$ cat src/shared/fdr_regs.svh
// Constants of the fault detection and reporting block
//
// Contract
// - A ninth serial clock rise while select is low is a serial fault; flag set.
// - Data input high in any of the four must-be-low bits is a serial fault.
// - Direction return equal to driven direction is a fault, masked during transactions.
// - Converter finished rising while converter enable is high is a converter fault.
// - Converter faults from transaction start to enable fall are never reported.
// - Reference-good falling while active sets the fault flag.
// - Unfinished previous sequence at select fall reports at once, flag untouched.
// - Select fall while waiting for converter finished edge reports code 1000.
// - Select fall while switch settle is low or awaited reports code 1001.
// - Select fall with reference low and command not open-all reports 1011.
// - Flag clears between the fourth and sixth serial clock rises.
// - Converter faults from select fall until direction is set are ignored.
// - Only the highest code is reported: converter, serial, direction, sequencing; else 1010. The code reports a pending undervoltage as 1011 after these.
// - Converter fault reports zero plus converter code, or 1100 when code is zero.
// - Serial faults report code 1101.
// - Direction return not complementing direction reports code 1110.
// - Flag rising forces an open-all-switches request at once.
// - Reading the code clears the pending fault condition.
`ifndef FDR_REGS_SVH
`define FDR_REGS_SVH

// Serial framing: FDR_CLR_EDGE is matched against the count before its edge, the others against the count after it
`define FDR_EDGE_W 4
`define FDR_LAST_EDGE 4'h8
`define FDR_LOW_BITS 4'h4
`define FDR_CLR_EDGE 4'h4

// Fault codes
`define FDR_CODE_CONV0 4'hc
`define FDR_CODE_SERIAL 4'hd
`define FDR_CODE_DIR 4'he
`define FDR_CODE_WAIT_DONE 4'h8
`define FDR_CODE_SETTLE 4'h9
`define FDR_CODE_REF 4'hb
`define FDR_CODE_NONE 4'ha
`define FDR_CMD_OPEN_ALL 4'h0
`define FDR_CONV_ZERO 3'h0

// Edge watch vector {select_n, serial clock, converter finished, reference ok}
`define FDR_WATCH_W 4
`define FDR_WATCH_RST 4'h9

`endif

$ cat src/shared/fdr_pkg.sv
// Types of the fault detection and reporting block
package fdr_pkg;

  typedef struct packed {
    logic cs_n;
    logic sclk;
    logic sdi;
  } fdr_spi_t;

  typedef struct packed {
    logic en;
    logic done;
    logic [2:0] code;
  } fdr_conv_t;

  typedef struct packed {
    logic wait_done;
    logic wait_settle;
    logic switch_settle;
    logic dir_set;
    logic active;
    logic [3:0] cmd;
  } fdr_seq_t;

  typedef struct packed {
    logic conv;
    logic serial;
    logic dir;
    logic undervoltage_lockout;
  } fdr_pend_t;

  typedef enum logic [1:0] {
    FDR_IDLE,
    FDR_HEAD,
    FDR_BODY,
    FDR_OVER
  } fdr_phase_t;

endpackage

$ cat src/rtl/fdr_core.sv
// Fault detection, prioritisation and reporting for the switch matrix driver
`include "fdr_regs.svh"

module fdr_core
(
  // Clock and reset
  input wire logic clk_i,
  input wire logic rst_i,
  // Serial port pins, already in the clock domain
  input wire fdr_pkg::fdr_spi_t spi_i,
  // Converter handshake
  input wire fdr_pkg::fdr_conv_t conv_i,
  input wire logic direction_i,
  input wire logic direction_return_i,
  // Sequencer status
  input wire fdr_pkg::fdr_seq_t seq_i,
  input wire logic reference_ok_i,
  // Fault reporting
  output logic fault_int_o,
  output logic [3:0] fault_code_o,
  output logic code_load_o,
  output logic open_all_o
);

  // Edge detection on the watched inputs
  logic [`FDR_WATCH_W-1:0] watch;
  logic [`FDR_WATCH_W-1:0] watch_ff;
  logic [`FDR_WATCH_W-1:0] rise;
  logic [`FDR_WATCH_W-1:0] fall;

  assign watch = {spi_i.cs_n, spi_i.sclk, conv_i.done, reference_ok_i};

  genvar gi;
  generate
    for (gi = 0; gi < `FDR_WATCH_W; gi++)
    begin : g_edge
      assign rise[gi] = watch[gi] & ~watch_ff[gi];
      assign fall[gi] = ~watch[gi] & watch_ff[gi];
    end
  endgenerate

  always_ff @(posedge clk_i or posedge rst_i)
  begin
    if (rst_i)
    begin
      watch_ff <= `FDR_WATCH_RST;
    end
    else
    begin
      watch_ff <= watch;
    end
  end

  // Named edges
  logic cs_fall;
  logic in_txn;
  logic sclk_rise;
  logic done_rise;
  logic ref_fall;

  assign cs_fall = fall[3];
  assign in_txn = ~spi_i.cs_n;
  assign sclk_rise = rise[2] & in_txn;
  assign done_rise = rise[1];
  assign ref_fall = fall[0];

  // Transaction phase and edge counter
  fdr_pkg::fdr_phase_t phase_ff;
  fdr_pkg::fdr_phase_t nxt_phase;
  logic [`FDR_EDGE_W-1:0] edge_cnt_ff;
  logic [`FDR_EDGE_W-1:0] nxt_edge_cnt;

  always_comb
  begin
    nxt_phase = phase_ff;
    nxt_edge_cnt = edge_cnt_ff;
    if (cs_fall)
    begin
      nxt_phase = fdr_pkg::FDR_HEAD;
      nxt_edge_cnt = '0;
    end
    else if (!in_txn)
    begin
      nxt_phase = fdr_pkg::FDR_IDLE;
    end
    else if (sclk_rise)
    begin
      unique case (phase_ff)
        fdr_pkg::FDR_IDLE:
        begin
          nxt_phase = fdr_pkg::FDR_IDLE;
        end
        fdr_pkg::FDR_HEAD:
        begin
          nxt_edge_cnt = edge_cnt_ff + `FDR_EDGE_W'(1);
          if (nxt_edge_cnt == `FDR_LOW_BITS)
          begin
            nxt_phase = fdr_pkg::FDR_BODY;
          end
        end
        fdr_pkg::FDR_BODY:
        begin
          nxt_edge_cnt = edge_cnt_ff + `FDR_EDGE_W'(1);
          if (nxt_edge_cnt == `FDR_LAST_EDGE)
          begin
            nxt_phase = fdr_pkg::FDR_OVER;
          end
        end
        fdr_pkg::FDR_OVER:
        begin
          // Counter saturates; every further edge is an excess edge
          nxt_phase = fdr_pkg::FDR_OVER;
        end
      endcase
    end
  end

  always_ff @(posedge clk_i or posedge rst_i)
  begin
    if (rst_i)
    begin
      phase_ff <= fdr_pkg::FDR_IDLE;
      edge_cnt_ff <= '0;
    end
    else
    begin
      phase_ff <= nxt_phase;
      edge_cnt_ff <= nxt_edge_cnt;
    end
  end

  // Serial faults
  logic excess_edge;
  logic bad_high;
  logic serial_evt;

  assign excess_edge = sclk_rise & (phase_ff == fdr_pkg::FDR_OVER);
  assign bad_high = sclk_rise & (phase_ff == fdr_pkg::FDR_HEAD) & spi_i.sdi;
  assign serial_evt = excess_edge | bad_high;

  // A bad leading bit lands before the clearing rise of the same frame;
  // remembering it keeps it from being wiped before it can be reported
  logic frame_fault_ff;

  always_ff @(posedge clk_i or posedge rst_i)
  begin
    if (rst_i)
    begin
      frame_fault_ff <= 1'b0;
    end
    else if (cs_fall)
    begin
      frame_fault_ff <= 1'b0;
    end
    else if (serial_evt)
    begin
      frame_fault_ff <= 1'b1;
    end
  end

  // The clearing edge is the fifth rise, inside the allowed window
  logic clear_evt;

  assign clear_evt = sclk_rise & (phase_ff == fdr_pkg::FDR_BODY) &
                     (edge_cnt_ff == `FDR_CLR_EDGE);

  // Direction fault; the return must be the complement, checked only while select is high
  logic dir_evt;

  assign dir_evt = ~in_txn & (direction_return_i == direction_i);

  // Converter faults are blanked from select fall until direction is set,
  // which also covers the span up to the enable fall
  logic conv_mask_ff;

  always_ff @(posedge clk_i or posedge rst_i)
  begin
    if (rst_i)
    begin
      conv_mask_ff <= 1'b0;
    end
    else if (cs_fall)
    begin
      conv_mask_ff <= 1'b1;
    end
    else if (seq_i.dir_set)
    begin
      conv_mask_ff <= 1'b0;
    end
  end

  logic conv_evt;

  assign conv_evt = done_rise & conv_i.en & ~conv_mask_ff & ~in_txn;

  // Undervoltage while active
  logic undervoltage_lockout_evt;

  assign undervoltage_lockout_evt = ref_fall & seq_i.active;

  logic any_evt;

  assign any_evt = conv_evt | serial_evt | dir_evt | undervoltage_lockout_evt;

  // Pending fault conditions, set wins over the clear
  fdr_pkg::fdr_pend_t pend_ff;
  fdr_pkg::fdr_pend_t nxt_pend;
  logic [2:0] conv_code_ff;
  logic fault_int_ff;
  logic nxt_fault_int;

  always_comb
  begin
    nxt_pend = pend_ff;
    if (clear_evt)
    begin
      nxt_pend = '0;
      nxt_pend.serial = frame_fault_ff;
    end
    if (conv_evt)
    begin
      nxt_pend.conv = 1'b1;
    end
    if (serial_evt)
    begin
      nxt_pend.serial = 1'b1;
    end
    if (dir_evt)
    begin
      nxt_pend.dir = 1'b1;
    end
    if (undervoltage_lockout_evt)
    begin
      nxt_pend.undervoltage_lockout = 1'b1;
    end
  end

  assign nxt_fault_int = any_evt | (fault_int_ff & ~(clear_evt & ~frame_fault_ff));

  always_ff @(posedge clk_i or posedge rst_i)
  begin
    if (rst_i)
    begin
      pend_ff <= '0;
    end
    else
    begin
      pend_ff <= nxt_pend;
    end
  end

  always_ff @(posedge clk_i or posedge rst_i)
  begin
    if (rst_i)
    begin
      fault_int_ff <= 1'b0;
    end
    else
    begin
      fault_int_ff <= nxt_fault_int;
    end
  end

  // Keep the code of the first converter fault until it is read
  always_ff @(posedge clk_i or posedge rst_i)
  begin
    if (rst_i)
    begin
      conv_code_ff <= `FDR_CONV_ZERO;
    end
    else if (conv_evt && !pend_ff.conv)
    begin
      conv_code_ff <= conv_i.code;
    end
  end

  // Sequencing faults seen at the select fall itself
  logic seq_wait_done;
  logic seq_settle;
  logic seq_ref;

  assign seq_wait_done = seq_i.wait_done;
  assign seq_settle = ~seq_i.switch_settle | seq_i.wait_settle;
  assign seq_ref = ~reference_ok_i & (seq_i.cmd != `FDR_CMD_OPEN_ALL);

  // Converter code form
  logic [3:0] conv_report;

  assign conv_report = (conv_code_ff == `FDR_CONV_ZERO) ?
                       `FDR_CODE_CONV0 : {1'b0, conv_code_ff};

  // Priority selection, highest first
  logic [3:0] sel_code;

  assign sel_code =
    pend_ff.conv   ? conv_report :
    pend_ff.serial ? `FDR_CODE_SERIAL :
    pend_ff.dir    ? `FDR_CODE_DIR :
    seq_wait_done  ? `FDR_CODE_WAIT_DONE :
    seq_settle     ? `FDR_CODE_SETTLE :
    seq_ref        ? `FDR_CODE_REF :
    pend_ff.undervoltage_lockout   ? `FDR_CODE_REF :
    `FDR_CODE_NONE;

  // Code is captured at the select fall so it goes out in this transaction;
  // sequencing faults never touch the flag
  logic [3:0] fault_code_ff;
  logic code_load_ff;

  always_ff @(posedge clk_i or posedge rst_i)
  begin
    if (rst_i)
    begin
      fault_code_ff <= `FDR_CODE_NONE;
    end
    else if (cs_fall)
    begin
      fault_code_ff <= sel_code;
    end
  end

  always_ff @(posedge clk_i or posedge rst_i)
  begin
    if (rst_i)
    begin
      code_load_ff <= 1'b0;
    end
    else
    begin
      code_load_ff <= cs_fall;
    end
  end

  // Open-all request fires on the same edge the flag rises
  logic open_all_ff;

  always_ff @(posedge clk_i or posedge rst_i)
  begin
    if (rst_i)
    begin
      open_all_ff <= 1'b0;
    end
    else
    begin
      open_all_ff <= nxt_fault_int & ~fault_int_ff;
    end
  end

  assign fault_int_o = fault_int_ff;
  assign fault_code_o = fault_code_ff;
  assign code_load_o = code_load_ff;
  assign open_all_o = open_all_ff;

endmodule

$ cat config.mk
export PLATFORM = sky130hd
export DESIGN_NAME = fdr_core
export DESIGN_NICKNAME = d
export VERILOG_FILES = /design/src/shared/fdr_pkg.sv /design/src/rtl/fdr_core.sv
export VERILOG_INCLUDE_DIRS = /design/src /design/src/shared
export SDC_FILE = /design/constraint.sdc
export NUM_CORES = 1
export LEC_CHECK = 0
export ABC_AREA = 1
export ABC_CLOCK_PERIOD_IN_PS = 1400
export BUFFER_PORTS_ARGS = -buffer_cell sky130_fd_sc_hd__clkbuf_2
export CELL_PAD_IN_SITES_DETAIL_PLACEMENT = 2
export CELL_PAD_IN_SITES_GLOBAL_PLACEMENT = 2
export CORE_UTILIZATION = 27
export CTS_CLUSTER_DIAMETER = 100
export DETAILED_ROUTE_END_ITERATION = 10
export PLACE_DENSITY = 0.84
export SLEW_MARGIN = 20
export SYNTH_ARGS = -nofsm -noshare
export SYNTH_HDL_FRONTEND = slang
export SYNTH_SLANG_ARGS = --single-unit
$ cat constraint.sdc
create_clock -name clk_i -period 1.4 [get_ports clk_i]
set_clock_uncertainty 0.15 [all_clocks]
set_input_delay 0.07 -clock clk_i [delete_from_list [all_inputs] [get_ports clk_i]]
set_output_delay 0.07 -clock clk_i [all_outputs]
set_load 0.01 [all_outputs]
# After elaboration in Yosys (flattened, before gate mapping)
# Cells that the tools add are included.
# Widths: inputs -> output; s select.
[classes]
n_addsub = 1
n_eq_ne = 10
mux = 27
n_bitwise = 34
reduce_logical = 17
[ops]
columns = ["op", "n"]
rows = [
  ["$mux 4", 7],
  ["$and 1x1->1", 19],
  ["$reduce_bool 2->1", 8],
  ["$mux 2", 7],
  ["$mux 1", 10],
  ["$not 1->1", 9],
  ["$eq 4x3->1 const B", 2],
  ["$ne 4x4->1 const B", 2],
  ["$pmux 2 s4", 1],
  ["$mux 3", 2],
  ["$or 1x1->1", 6],
  ["$reduce_and 3->1", 2],
  ["$add 4x1->4 const B", 1],
  ["$eq 2x2->1 const B", 2],
  ["$eq 4x4->1 const B", 1],
  ["$reduce_bool 4->1", 1],
  ["$logic_not 3->1", 1],
  ["$reduce_bool 3->1", 1],
  ["$eq 2x1->1 const B", 1],
  ["$logic_not 2->1", 1],
  ["$ne 2x1->1 const B", 1],
  ["$reduce_or 2->1", 1],
  ["$eq 1x1->1", 1],
  ["$logic_and 1x1->1", 1],
  ["$logic_not 1->1", 1],
]
[word_totals]
register_bits = 26
input_bits = 22
out_inout_bits = 7
word_cells = 103

# Depth between registers and ports, before layout
# Gate-level depths: netlist of run 1.
[depth]
ltp_word = 11
depth_mapped = 9
ltp_nobuf = 9

# Worst setup path before layout of run 1
# OpenSTA, ideal clock, no wires.
[synth_path]
kind = "register -> register"
from = "register phase_ff[1]"
to = "register fault_int_ff, in the netlist fault_int_o"
setup_time_ns = 0.123
t_arrival_ns = 1.145
required_ns = 1.127
path_slack_ns = -0.018
path_stages_with_launch = 9
n_path_buf = 0
period_less_slack_ns = 1.418
cell_sequence = "dfrtp_1 inv_1 ha_1 nand2_1 inv_1 o21ai_0 nand2_1 nor2_1 nand2_1"
[synth_between]
elab_chain_len = 8
word_cells_on_any_way = 16
classes_between = "eq/ne: 3; bitwise: 13"
[synth_lines]
columns = ["item", "line", "text"]
rows = [
  ["start, declared", "fdr_core.sv:68", "fdr_pkg::fdr_phase_t phase_ff;"],
  ["start signal, assigned", "fdr_core.sv:122", "phase_ff <= fdr_pkg::FDR_IDLE;"],
  ["start signal, assigned", "fdr_core.sv:127", "phase_ff <= nxt_phase;"],
  ["$eq 2x1->1", "fdr_core.sv:138", "assign bad_high = sclk_rise & (phase_ff == fdr_pkg::FDR_HEAD) & spi_i.sdi;"],
  ["$and 1x1->1 (2 in a row)", "fdr_core.sv:138", ""],
  ["$or 1x1->1", "fdr_core.sv:139", "assign serial_evt = excess_edge | bad_high;"],
  ["$or 1x1->1 (3 in a row)", "fdr_core.sv:203", "assign any_evt = conv_evt | serial_evt | dir_evt | undervoltage_lockout_evt;"],
  ["$or 1x1->1 (*)", "fdr_core.sv:238", "assign nxt_fault_int = any_evt | (fault_int_ff & ~(clear_evt & ~frame_fault_ff));"],
  ["via nxt_fault_int", "fdr_core.sv:210", "logic nxt_fault_int;"],
  ["end signal, assigned", "fdr_core.sv:260", "fault_int_ff <= nxt_fault_int;"],
  ["end, declared", "fdr_core.sv:209", "logic fault_int_ff;"],
]
# Mark *: on every way through the listed nets, which the timed path passes. The rest lies on a longest branch.
# A chain may end at the register's enable or synchronous reset.

# Worst setup path after layout of run 1
[layout_path]
from = "register edge_cnt_ff[1]"
to = "register pend_ff[2] (netlist bit)"
[layout_between]
elab_chain_len = 3
[layout_lines]
columns = ["item", "line", "text"]
rows = [
  ["start, declared", "fdr_core.sv:70", "logic [`FDR_EDGE_W-1:0] edge_cnt_ff;"],
  ["start signal, assigned", "fdr_core.sv:128", "edge_cnt_ff <= nxt_edge_cnt;"],
  ["$eq 4x3->1 (no source line)", "n/a", ""],
  ["$and 1x1->1", "fdr_core.sv:164", "assign clear_evt = sclk_rise & (phase_ff == fdr_pkg::FDR_BODY) &"],
  ["$reduce_bool 2->1 (no source line)", "n/a", ""],
  ["end signal, assigned", "fdr_core.sv:248", "pend_ff <= nxt_pend;"],
  ["end, declared", "fdr_core.sv:206", "fdr_pkg::fdr_pend_t pend_ff;"],
]
# No other way between the ends.

==> results of run 1 <==
==> flip-flops by register name, indices dropped and copies added (netlist names) <==
| name | cells |
|---|---|
| edge_cnt_ff | 4 |
| fault_code_o | 4 |
| pend_ff | 4 |
| watch_ff | 4 |
| conv_code_ff | 3 |
| phase_ff | 2 |
| code_load_o | 1 |
| conv_mask_ff | 1 |
| fault_int_o | 1 |
| frame_fault_ff | 1 |
| open_all_o | 1 |
==> worst paths after layout <==
path                                 from              end  slack (ns)
min                              seq_i[6]  fault_code_o[1]        0.03
max reg2reg                edge_cnt_ff[1]       pend_ff[2]       -0.04
min reg2reg                   fault_int_o       open_all_o        0.31
min in group asynchronous           rst_i      watch_ff[1]        0.26
max in group asynchronous           rst_i      watch_ff[3]        0.54
max                        edge_cnt_ff[1]       pend_ff[2]       -0.04
==> what timing repair did <==
| item | CTS | global route |
|---|---|---|
| buffers inserted | 4 | 4 |
| hold buffers | 13 | 0 |
| endpoints found under the hold margin | 38 | 0 |
| resized for setup | 26 | 42 |
| pin swaps | 7 | 11 |
| setup endpoints to repair | 14 | 20 |
==> layer usage <==
layer | global-route usage, % | up-vias
met2 | 31.1 | 25
met3 | 2.16 | 7
li1 | - | 598
met5 | 0 | -
met4 | 4.67 | 0
met1 | 19.7 | 609
==> metrics by stage <==
| step | area (um^2) | util, % | power [mW] |
|---|---|---|---|
| global placement | 1540 | 34.9 | 1.04 |
| CTS | 1830 | 41.4 | 1.76 |
| finish | 2000 | 45.4 | 1.79 |
| global route | 2000 | 45.4 | 1.87 |
| detailed placement | 1540 | 34.9 | 1.05 |
| floorplan | 1250 | - | 0.940 |
==> Yosys cell counts, drive strengths merged <==
cell type / instances
nor3: 3
nand3b: 1
and2: 1
nand2: 32
xnor2: 1
dfstp: 4
inv: 22
nand4: 2
o21ai: 16
ha: 6
nor3b: 1
or2: 2
dfrtp: 22
a21oi: 6
o211ai: 1
a31oi: 1
buf: 1
nand3: 8
nor2: 18
==> cell type report <==
cell class | instances | area (um^2) | area share, %
Sequential cell | 26 | 659 | 32.9
Timing Repair Buffer | 61 | 428 | 21.3
Tap cell | 52 | 65.1 | 3.25
Clock inverter | 1 | 30.0 | 1.50
Multi-Input combinational cell | 99 | 693 | 34.6
Inverter | 22 | 87.6 | 4.37
Clock buffer | 3 | 41.3 | 2.06
==> kinds of logic after synthesis <==
kind of cell	synth area share, %
simple gates	24.0
buf+inv	7.00
compound gates	9.90
fa+ha+maj	6.00
flops	52.4
xor+xnor	0.700
==> critical path: stages, from the launching register on <==
cell and delay, ns:
dfrtp_2 0.45, inv_2 0.09, ha_4 0.14, inv_4 0.04, nor3_4 0.14, nand3_4 0.12
inv_4 0.09, nor2_2 0.03, o21ai_1 0.12
==> power by group through the flow <==
stage / Combinational, mW / Clock (mW) / Sequential, mW
after floorplan: 0.0938 / 0 / 0.846
after CTS: 0.259 / 0.668 / 0.835
final: 0.310 / 0.641 / 0.841
after global routing: 0.343 / 0.684 / 0.846
after detailed placement: 0.205 / 0 / 0.847
after global placement: 0.196 / 0 / 0.844
==> results.json, run 1 <==
{
  "status": "finished with violations",
  "violations": "setup timing",
  "ys_warn_count": 0,
  "routabilityCongestion": 0.753,
  "cap_violations": 0,
  "overflow": 0,
  "grt_pass1_vias": 1350,
  "holdPathStages": 5,
  "dp_slack_ns": -0.212,
  "clockRootBuffer": "clkbuf_8",
  "start_kind": "flop",
  "drt-total-wl_mm": 4.07,
  "power_frac_seq_pct": 46.9,
  "ant_nets": 0,
  "area_growth_pct": 60.2,
  "final_common_cell": "clkbuf_2",
  "synthDistinctLibCells": 22,
  "cts_sinks": 26,
  "clockBufferDepth": 2,
  "final_layout_size_suffix_gt1_share_pct": 49.1,
  "r2r_cells": 8,
  "viasPerCell": 4.69,
  "period_needed_ns": 1.44,
  "p_leak_nw": 0.971,
  "grt_usage_pct": 16.6,
  "rsz0062_at_grt": "true",
  "die-area_um2": 4910,
  "comb_power_share_pct": 17.3,
  "yosys-top-cells-area": "dfrtp_1, nand2_1, dfstp_2, inv_1, ha_1",
  "syn_area_um2": 1250,
  "antenna_cells": 0,
  "yosysTopAreaCellShare_pct": 44.0,
  "top_layer": "met4",
  "syn_nets": 176,
  "die_x_um": 70.1,
  "wl_met2_mm": 2.26,
  "clock_latency_ns": 0.28,
  "io_buffers": 28,
  "setup_viol": 9,
  "swShare_pct": 25.2,
  "end_kind": "flop",
  "syn_inst": 148,
  "antenna_found_initial": 0,
  "worstMarginPinSlew_ns": 0.344,
  "dr.pass1.iters": 3,
  "route.detailed.drc": 0,
  "grt_max_degree": 27,
  "finalNetCount": 241,
  "wl_met3_um": 91,
  "finalCritPeriodShare_pct": 103,
  "hold_ws_ns": 0.0316,
  "hp-class": "input port to flop",
  "post-dp-hpwl_mm": 2.67,
  "synth_top_area_cell": "dfrtp_1",
  "placementRows": 24,
  "wl_met1_mm": 1.66,
  "num_vias": 1239,
  "grt_pass1_wl_mm": 6.36,
  "ys_seq_area_share_pct": 52.4,
  "finalHoldViolations": 0,
  "core_area_um2": 4410,
  "clkSlewWorstSetupHoldPaths_ns": 0.10,
  "final_cells": 264,
  "worst-path-max-fanout": 4,
  "switching_power_uw": 452,
  "internal_power_mw": 1.34,
  "cts_tree": "built",
  "path_class": "flop to flop",
  "drt-wirelength-per-cell_um": 15.4,
  "ys_seq_elements": 26,
  "cts_max_level": 1,
  "ir_worst_vdd_uv": 328,
  "io_pins": 29,
  "final.setup.tns_ns": -0.231,
  "power_frac_clock_pct": 35.8,
  "power_density_nw_per_um2": 894,
  "cts-buffers-inserted": 3,
  "fp.dieH_um": 70.1,
  "final_cell_mix": "clkbuf_2, nand2_1, dfrtp_1",
  "max_freq_mhz": 692,
  "max_slew_margin_pct": 77.1,
  "drtIter0Drc": 11,
  "start_util_pct": 28.3,
  "num-fill-cells": 481,
  "arrival_ns": 1.51,
  "syn_avg_cell_area_um2": 8.45,
  "placed_cells": 239,
  "drv_slew": 0,
  "setup_ws_ns": -0.0449,
  "critical_path_required_ns": 1.46
}
Power figures use the tool's default switching activity.
==> run 2: changes to the inputs <==
ABC_CLOCK_PERIOD_IN_PS = 1700   (was 1400)
CORE_UTILIZATION = 33   (was 27)
PLACE_DENSITY = 0.94   (was 0.84)
clock period = 1.7 ns   (was 1.4 ns; I/O delays follow)
==> results.json, run 2 (synthesis gave the netlist of run 1 again) <==
{
  "swShare_pct": 27.4,
  "overflow": 0,
  "max_freq_mhz": 598,
  "power_frac_seq_pct": 52.3,
  "hold_ws_ns": 0.0513,
  "start_kind": "input port",
  "num_vias": 1194,
  "viasPerCell": 4.87,
  "final_cell_mix": "nand2_1, clkbuf_2, dfrtp_1",
  "worstMarginPinSlew_ns": 0.350,
  "crit_path_start": "spi_i[2]",
  "switching_power_uw": 362,
  "reg2reg_slack_ns": 0.08,
  "cp-endpoint": "pend_ff[2]",
  "finalCritPeriodShare_pct": 98.4,
  "slowest_stage": "dlygate4sd3_1",
  "fp.dieH_um": 63.6,
  "drtIter0Drc": 33,
  "finalHoldViolations": 0,
  "antenna_found_initial": 0,
  "final-seq-area_um2": 656,
  "grt_pass1_vias": 1338,
  "cts_sinks": 26,
  "hp-class": "input port to flop",
  "clock_latency_ns": 0.28,
  "r2r_end": "pend_ff[2]",
  "ant_nets": 0,
  "clkSlewWorstSetupHoldPaths_ns": 0.10,
  "placementRows": 22,
  "power_frac_clock_pct": 32.3,
  "clockBufferDepth": 2,
  "drt-total-wl_mm": 4.36,
  "critical_path_required_ns": 1.72,
  "r2r-start": "edge_cnt_ff[0]",
  "fin_util_pct": 46.1,
  "antenna_cells": 0,
  "power_mw": 1.32,
  "route.detailed.drc": 0,
  "post-dp-hpwl_mm": 2.71,
  "comb_power_share_pct": 15.4,
  "internal_power_uw": 957,
  "final_layout_size_suffix_gt1_share_pct": 26.9,
  "final_common_cell": "nand2_1",
  "r2r_cells": 7,
  "cts_max_level": 1,
  "num-fill-cells": 400,
  "start_util_pct": 34.2,
  "io_buffers": 28,
  "placed_cells": 226,
  "cts_tree": "built",
  "setup_viol": 0,
  "status": "complete, no violations",
  "routabilityCongestion": 0.746,
  "final_cells": 245,
  "dr.pass1.iters": 4,
  "ir_worst_vdd_uv": 407,
  "grt_max_degree": 27,
  "end_kind": "flop",
  "area_growth_pct": 34.8,
  "crit_chain": "dlygate4sd3_1, clkbuf_2, nor3b_4, nand3_1, nor2_1, o21ai_1",
  "drt-wirelength-per-cell_um": 17.8,
  "core_area_um2": 3660,
  "worst-path-max-fanout": 7,
  "grt_usage_pct": 23.7,
  "finalNetCount": 226,
  "clockRootBuffer": "clkbuf_8",
  "period_needed_ns": 1.67,
  "multi_input_area_um2": 531,
  "power_density_nw_per_um2": 782,
  "die-area_um2": 4040,
  "io_pins": 29,
  "cap_violations": 0,
  "drv_slew": 0,
  "cts-buffers-inserted": 3,
  "cpPeakStageDelay_ns": 0.55,
  "max_slew_margin_pct": 76.6,
  "arrival_ns": 1.69,
  "path_class": "input port to flop",
  "grt_pass1_wl_mm": 6.97,
  "p_leak_nw": 0.883,
  "final.setup.tns_ns": 0,
  "die_x_um": 63.6
}
## run 2: cell types whose count changed in the layout (fill, tap and decap cells not counted), sizes merged
cell	delta
dlygate4sd3	-2
bufinv	-1
buf	-13
clkbuf	+1
## run 2: routing by layer
metal / GRT usage [%] / up-vias / routed length, um
met2: 44.3 / 27 / 2320
met3: 2.90 / 12 / 125
li1: - / 566 / -
met5: 0 / - / 0
met4: 8.81 / 0 / 110
met1: 27.0 / 589 / 1800
## run 2: area by class of cell
class	count	share of cell area, %
inverters	22	4.90
flip-flops and latches	26	38.9
well taps	48	3.56
repair buffers	46	18.0
multi-input cells	99	31.5
clock buffers	4	3.26
## run 2: critical path, delay by kind of cell
family / cells / cell delay (ns)
buffers and inverters: 2 / 0.75
and+or+nand+nor: 3 / 0.75
AOI/OAI and AO/OA: 1 / 0.11
## run 2: how the worst min path moves through the flow
stage | from | to | slack, ns | depth (start not counted)
after floorplan | reference_ok_i | watch_ff[0] | -0.06 | 0
after global placement | rst_i | fault_code_o[2] | -0.01 | 3
after detailed placement | rst_i | fault_code_o[2] | -0.0008 | 3
after CTS | seq_i[8] | fault_code_o[1] | 0.01 | 4
after global routing | direction_return_i | pend_ff[1] | 0.09 | 4
final | direction_return_i | pend_ff[1] | 0.05 | 4
## run 2: what timing repair did
item / CTS / global route
buffers inserted: 0 / 4
gates resized for setup: 0 / 10
setup endpoints to repair: 0 / 12
hold endpoints to repair: 36 / 0
hold buffers: 11 / 0
## run 2: stage by stage
| step | setup WS [ns] | cell area (um^2) |
|---|---|---|
| after floorplan | 0.282 | 1250 |
| after global placement | 0.181 | 1470 |
| after detailed placement | 0.0494 | 1470 |
| after CTS | 0.0279 | 1630 |
| after global routing | -0.0793 | 1690 |
| final | 0.0272 | 1690 |
## run 2: power by group through the flow
stage,logic [mW],registers (mW),clock network (mW)
after global routing,0.223,0.694,0.450
after detailed placement,0.158,0.698,0
after global placement,0.147,0.695,0
final,0.203,0.690,0.426
after floorplan,0.0770,0.697,0
after CTS,0.183,0.687,0.422
==> run 3: changes to the inputs <==
RECOVER_POWER = 50   (was unset)
==> results.json, run 3 (synthesis gave the netlist of run 1 again) <==
{
  "status": "complete, no violations",
  "cap_violations": 0,
  "worst-path-max-fanout": 7,
  "period_needed_ns": 1.66,
  "io_pins": 29,
  "finalNetCount": 226,
  "ant_nets": 0,
  "cts_tree": "built",
  "num_vias": 1193,
  "final_area_um2": 1680,
  "ir_worst_vdd_uv": 408,
  "dpl-instance-area_um2": 1470,
  "placementRows": 22,
  "core_area_um2": 3660,
  "start_kind": "input port",
  "worstMarginPinSlew_ns": 0.657,
  "area_growth_pct": 34.3,
  "finalCritPeriodShare_pct": 97.9,
  "clockBufferDepth": 2,
  "final_cell_mix": "nand2_1, clkbuf_2, dfrtp_1",
  "clockRootBuffer": "clkbuf_8",
  "max_freq_mhz": 601,
  "drt-wirelength-per-cell_um": 17.7,
  "clock_latency_ns": 0.28,
  "top_layer": "met4",
  "arrival_ns": 1.68,
  "drv_slew": 0,
  "overflow": 0,
  "placed_cells": 226,
  "routabilityCongestion": 0.746,
  "p_leak_nw": 0.874,
  "hold_ws_ns": 0.0514,
  "max_slew_margin_pct": 56.2,
  "die_x_um": 63.6,
  "antenna_cells": 0,
  "power_mw": 1.32,
  "cts-buffers-inserted": 3,
  "hp-class": "input port to flop",
  "grt_usage_pct": 23.7,
  "setup_viol": 0,
  "grt_pass1_vias": 1338,
  "clkSlewWorstSetupHoldPaths_ns": 0.10,
  "final_cells": 245,
  "power_density_nw_per_um2": 784,
  "drt-total-wl_mm": 4.35,
  "holdPathStages": 4,
  "route.detailed.drc": 0,
  "end_kind": "flop",
  "wl_met2_mm": 2.32,
  "antenna_found_initial": 0,
  "viasPerCell": 4.87,
  "grt_pass1_wl_mm": 6.97,
  "final_layout_size_suffix_gt1_share_pct": 25.4,
  "drtIter0Drc": 33,
  "grt_max_degree": 27,
  "final_common_cell": "nand2_1",
  "post-dp-hpwl_mm": 2.71,
  "wl_met3_um": 112,
  "path_class": "input port to flop",
  "cts_max_level": 1,
  "finalHoldViolations": 0,
  "r2r_cells": 7,
  "wl_met1_mm": 1.81,
  "critical_path_required_ns": 1.72,
  "die-area_um2": 4040,
  "fp.dieH_um": 63.6,
  "io_buffers": 28,
  "start_util_pct": 34.2,
  "dr.pass1.iters": 4,
  "cts_sinks": 26
}
[run 3: cell count changes in the layout (fill, tap and decap cells not counted), sizes merged]
| cell | change |
|---|---|
| clkbuf | +1 |
| buf | -1 |
[run 3: area by class of cell]
cell class                 count  area, um^2
clock buffer                   4        55.1
sequential                    26         656
inverter                      22        82.6
multi-input combinational     99         531
tap                           48        60.1
timing repair buffer          46         297
fill                         402        1980
[run 3: timing repair]
action,CTS,global route
setup buffers,0,4
endpoints found under the hold margin,36,0
hold buffers,11,0
resized for setup,0,10
setup endpoints to repair,0,12
[run 3: critical path: stages]
cell           delay [ns]
dlygate4sd3_1        0.55
clkbuf_2             0.20
nor3b_4              0.32
nand3_1              0.22
nor2_1               0.21
o21ai_1              0.11
[run 3: where the power goes]
group	switching, mW	internal, mW	total, mW
registers	0.0304	0.660	0.690
clock network	0.219	0.208	0.427
logic	0.113	0.0877	0.200
[run 3: path summary, 6_finish.rpt]
path / from / to / slack [ns]
worst max register to register: edge_cnt_ff[0] / pend_ff[2] / 0.08
worst min-delay path: direction_return_i / pend_ff[1] / 0.05
worst min register to register: fault_int_o / open_all_o / 0.31
min in group asynchronous: rst_i / edge_cnt_ff[2] / 0.34
max in group asynchronous: rst_i / conv_code_ff[1] / 0.63
worst max-delay path: spi_i[2] / pend_ff[2] / 0.04
[run 3: through the flow]
step	util [%]	setup slack [ns]	setup TNS [ns]
3_3_place_gp	40.1	0.181	0
5_1_grt	45.9	-0.0793	-0.157
2_1_floorplan	-	0.282	0
3_5_place_dp	40.1	0.0494	0
6_report	45.9	0.0365	0
4_1_cts	44.6	0.0279	0
[run 3: per-layer routing]
| layer | track usage (%) | vias up |
|---|---|---|
| met5 | 0 | - |
| met4 | 8.81 | 0 |
| met3 | 2.90 | 12 |
| met2 | 44.3 | 25 |
| met1 | 27.0 | 590 |
| li1 | - | 566 |
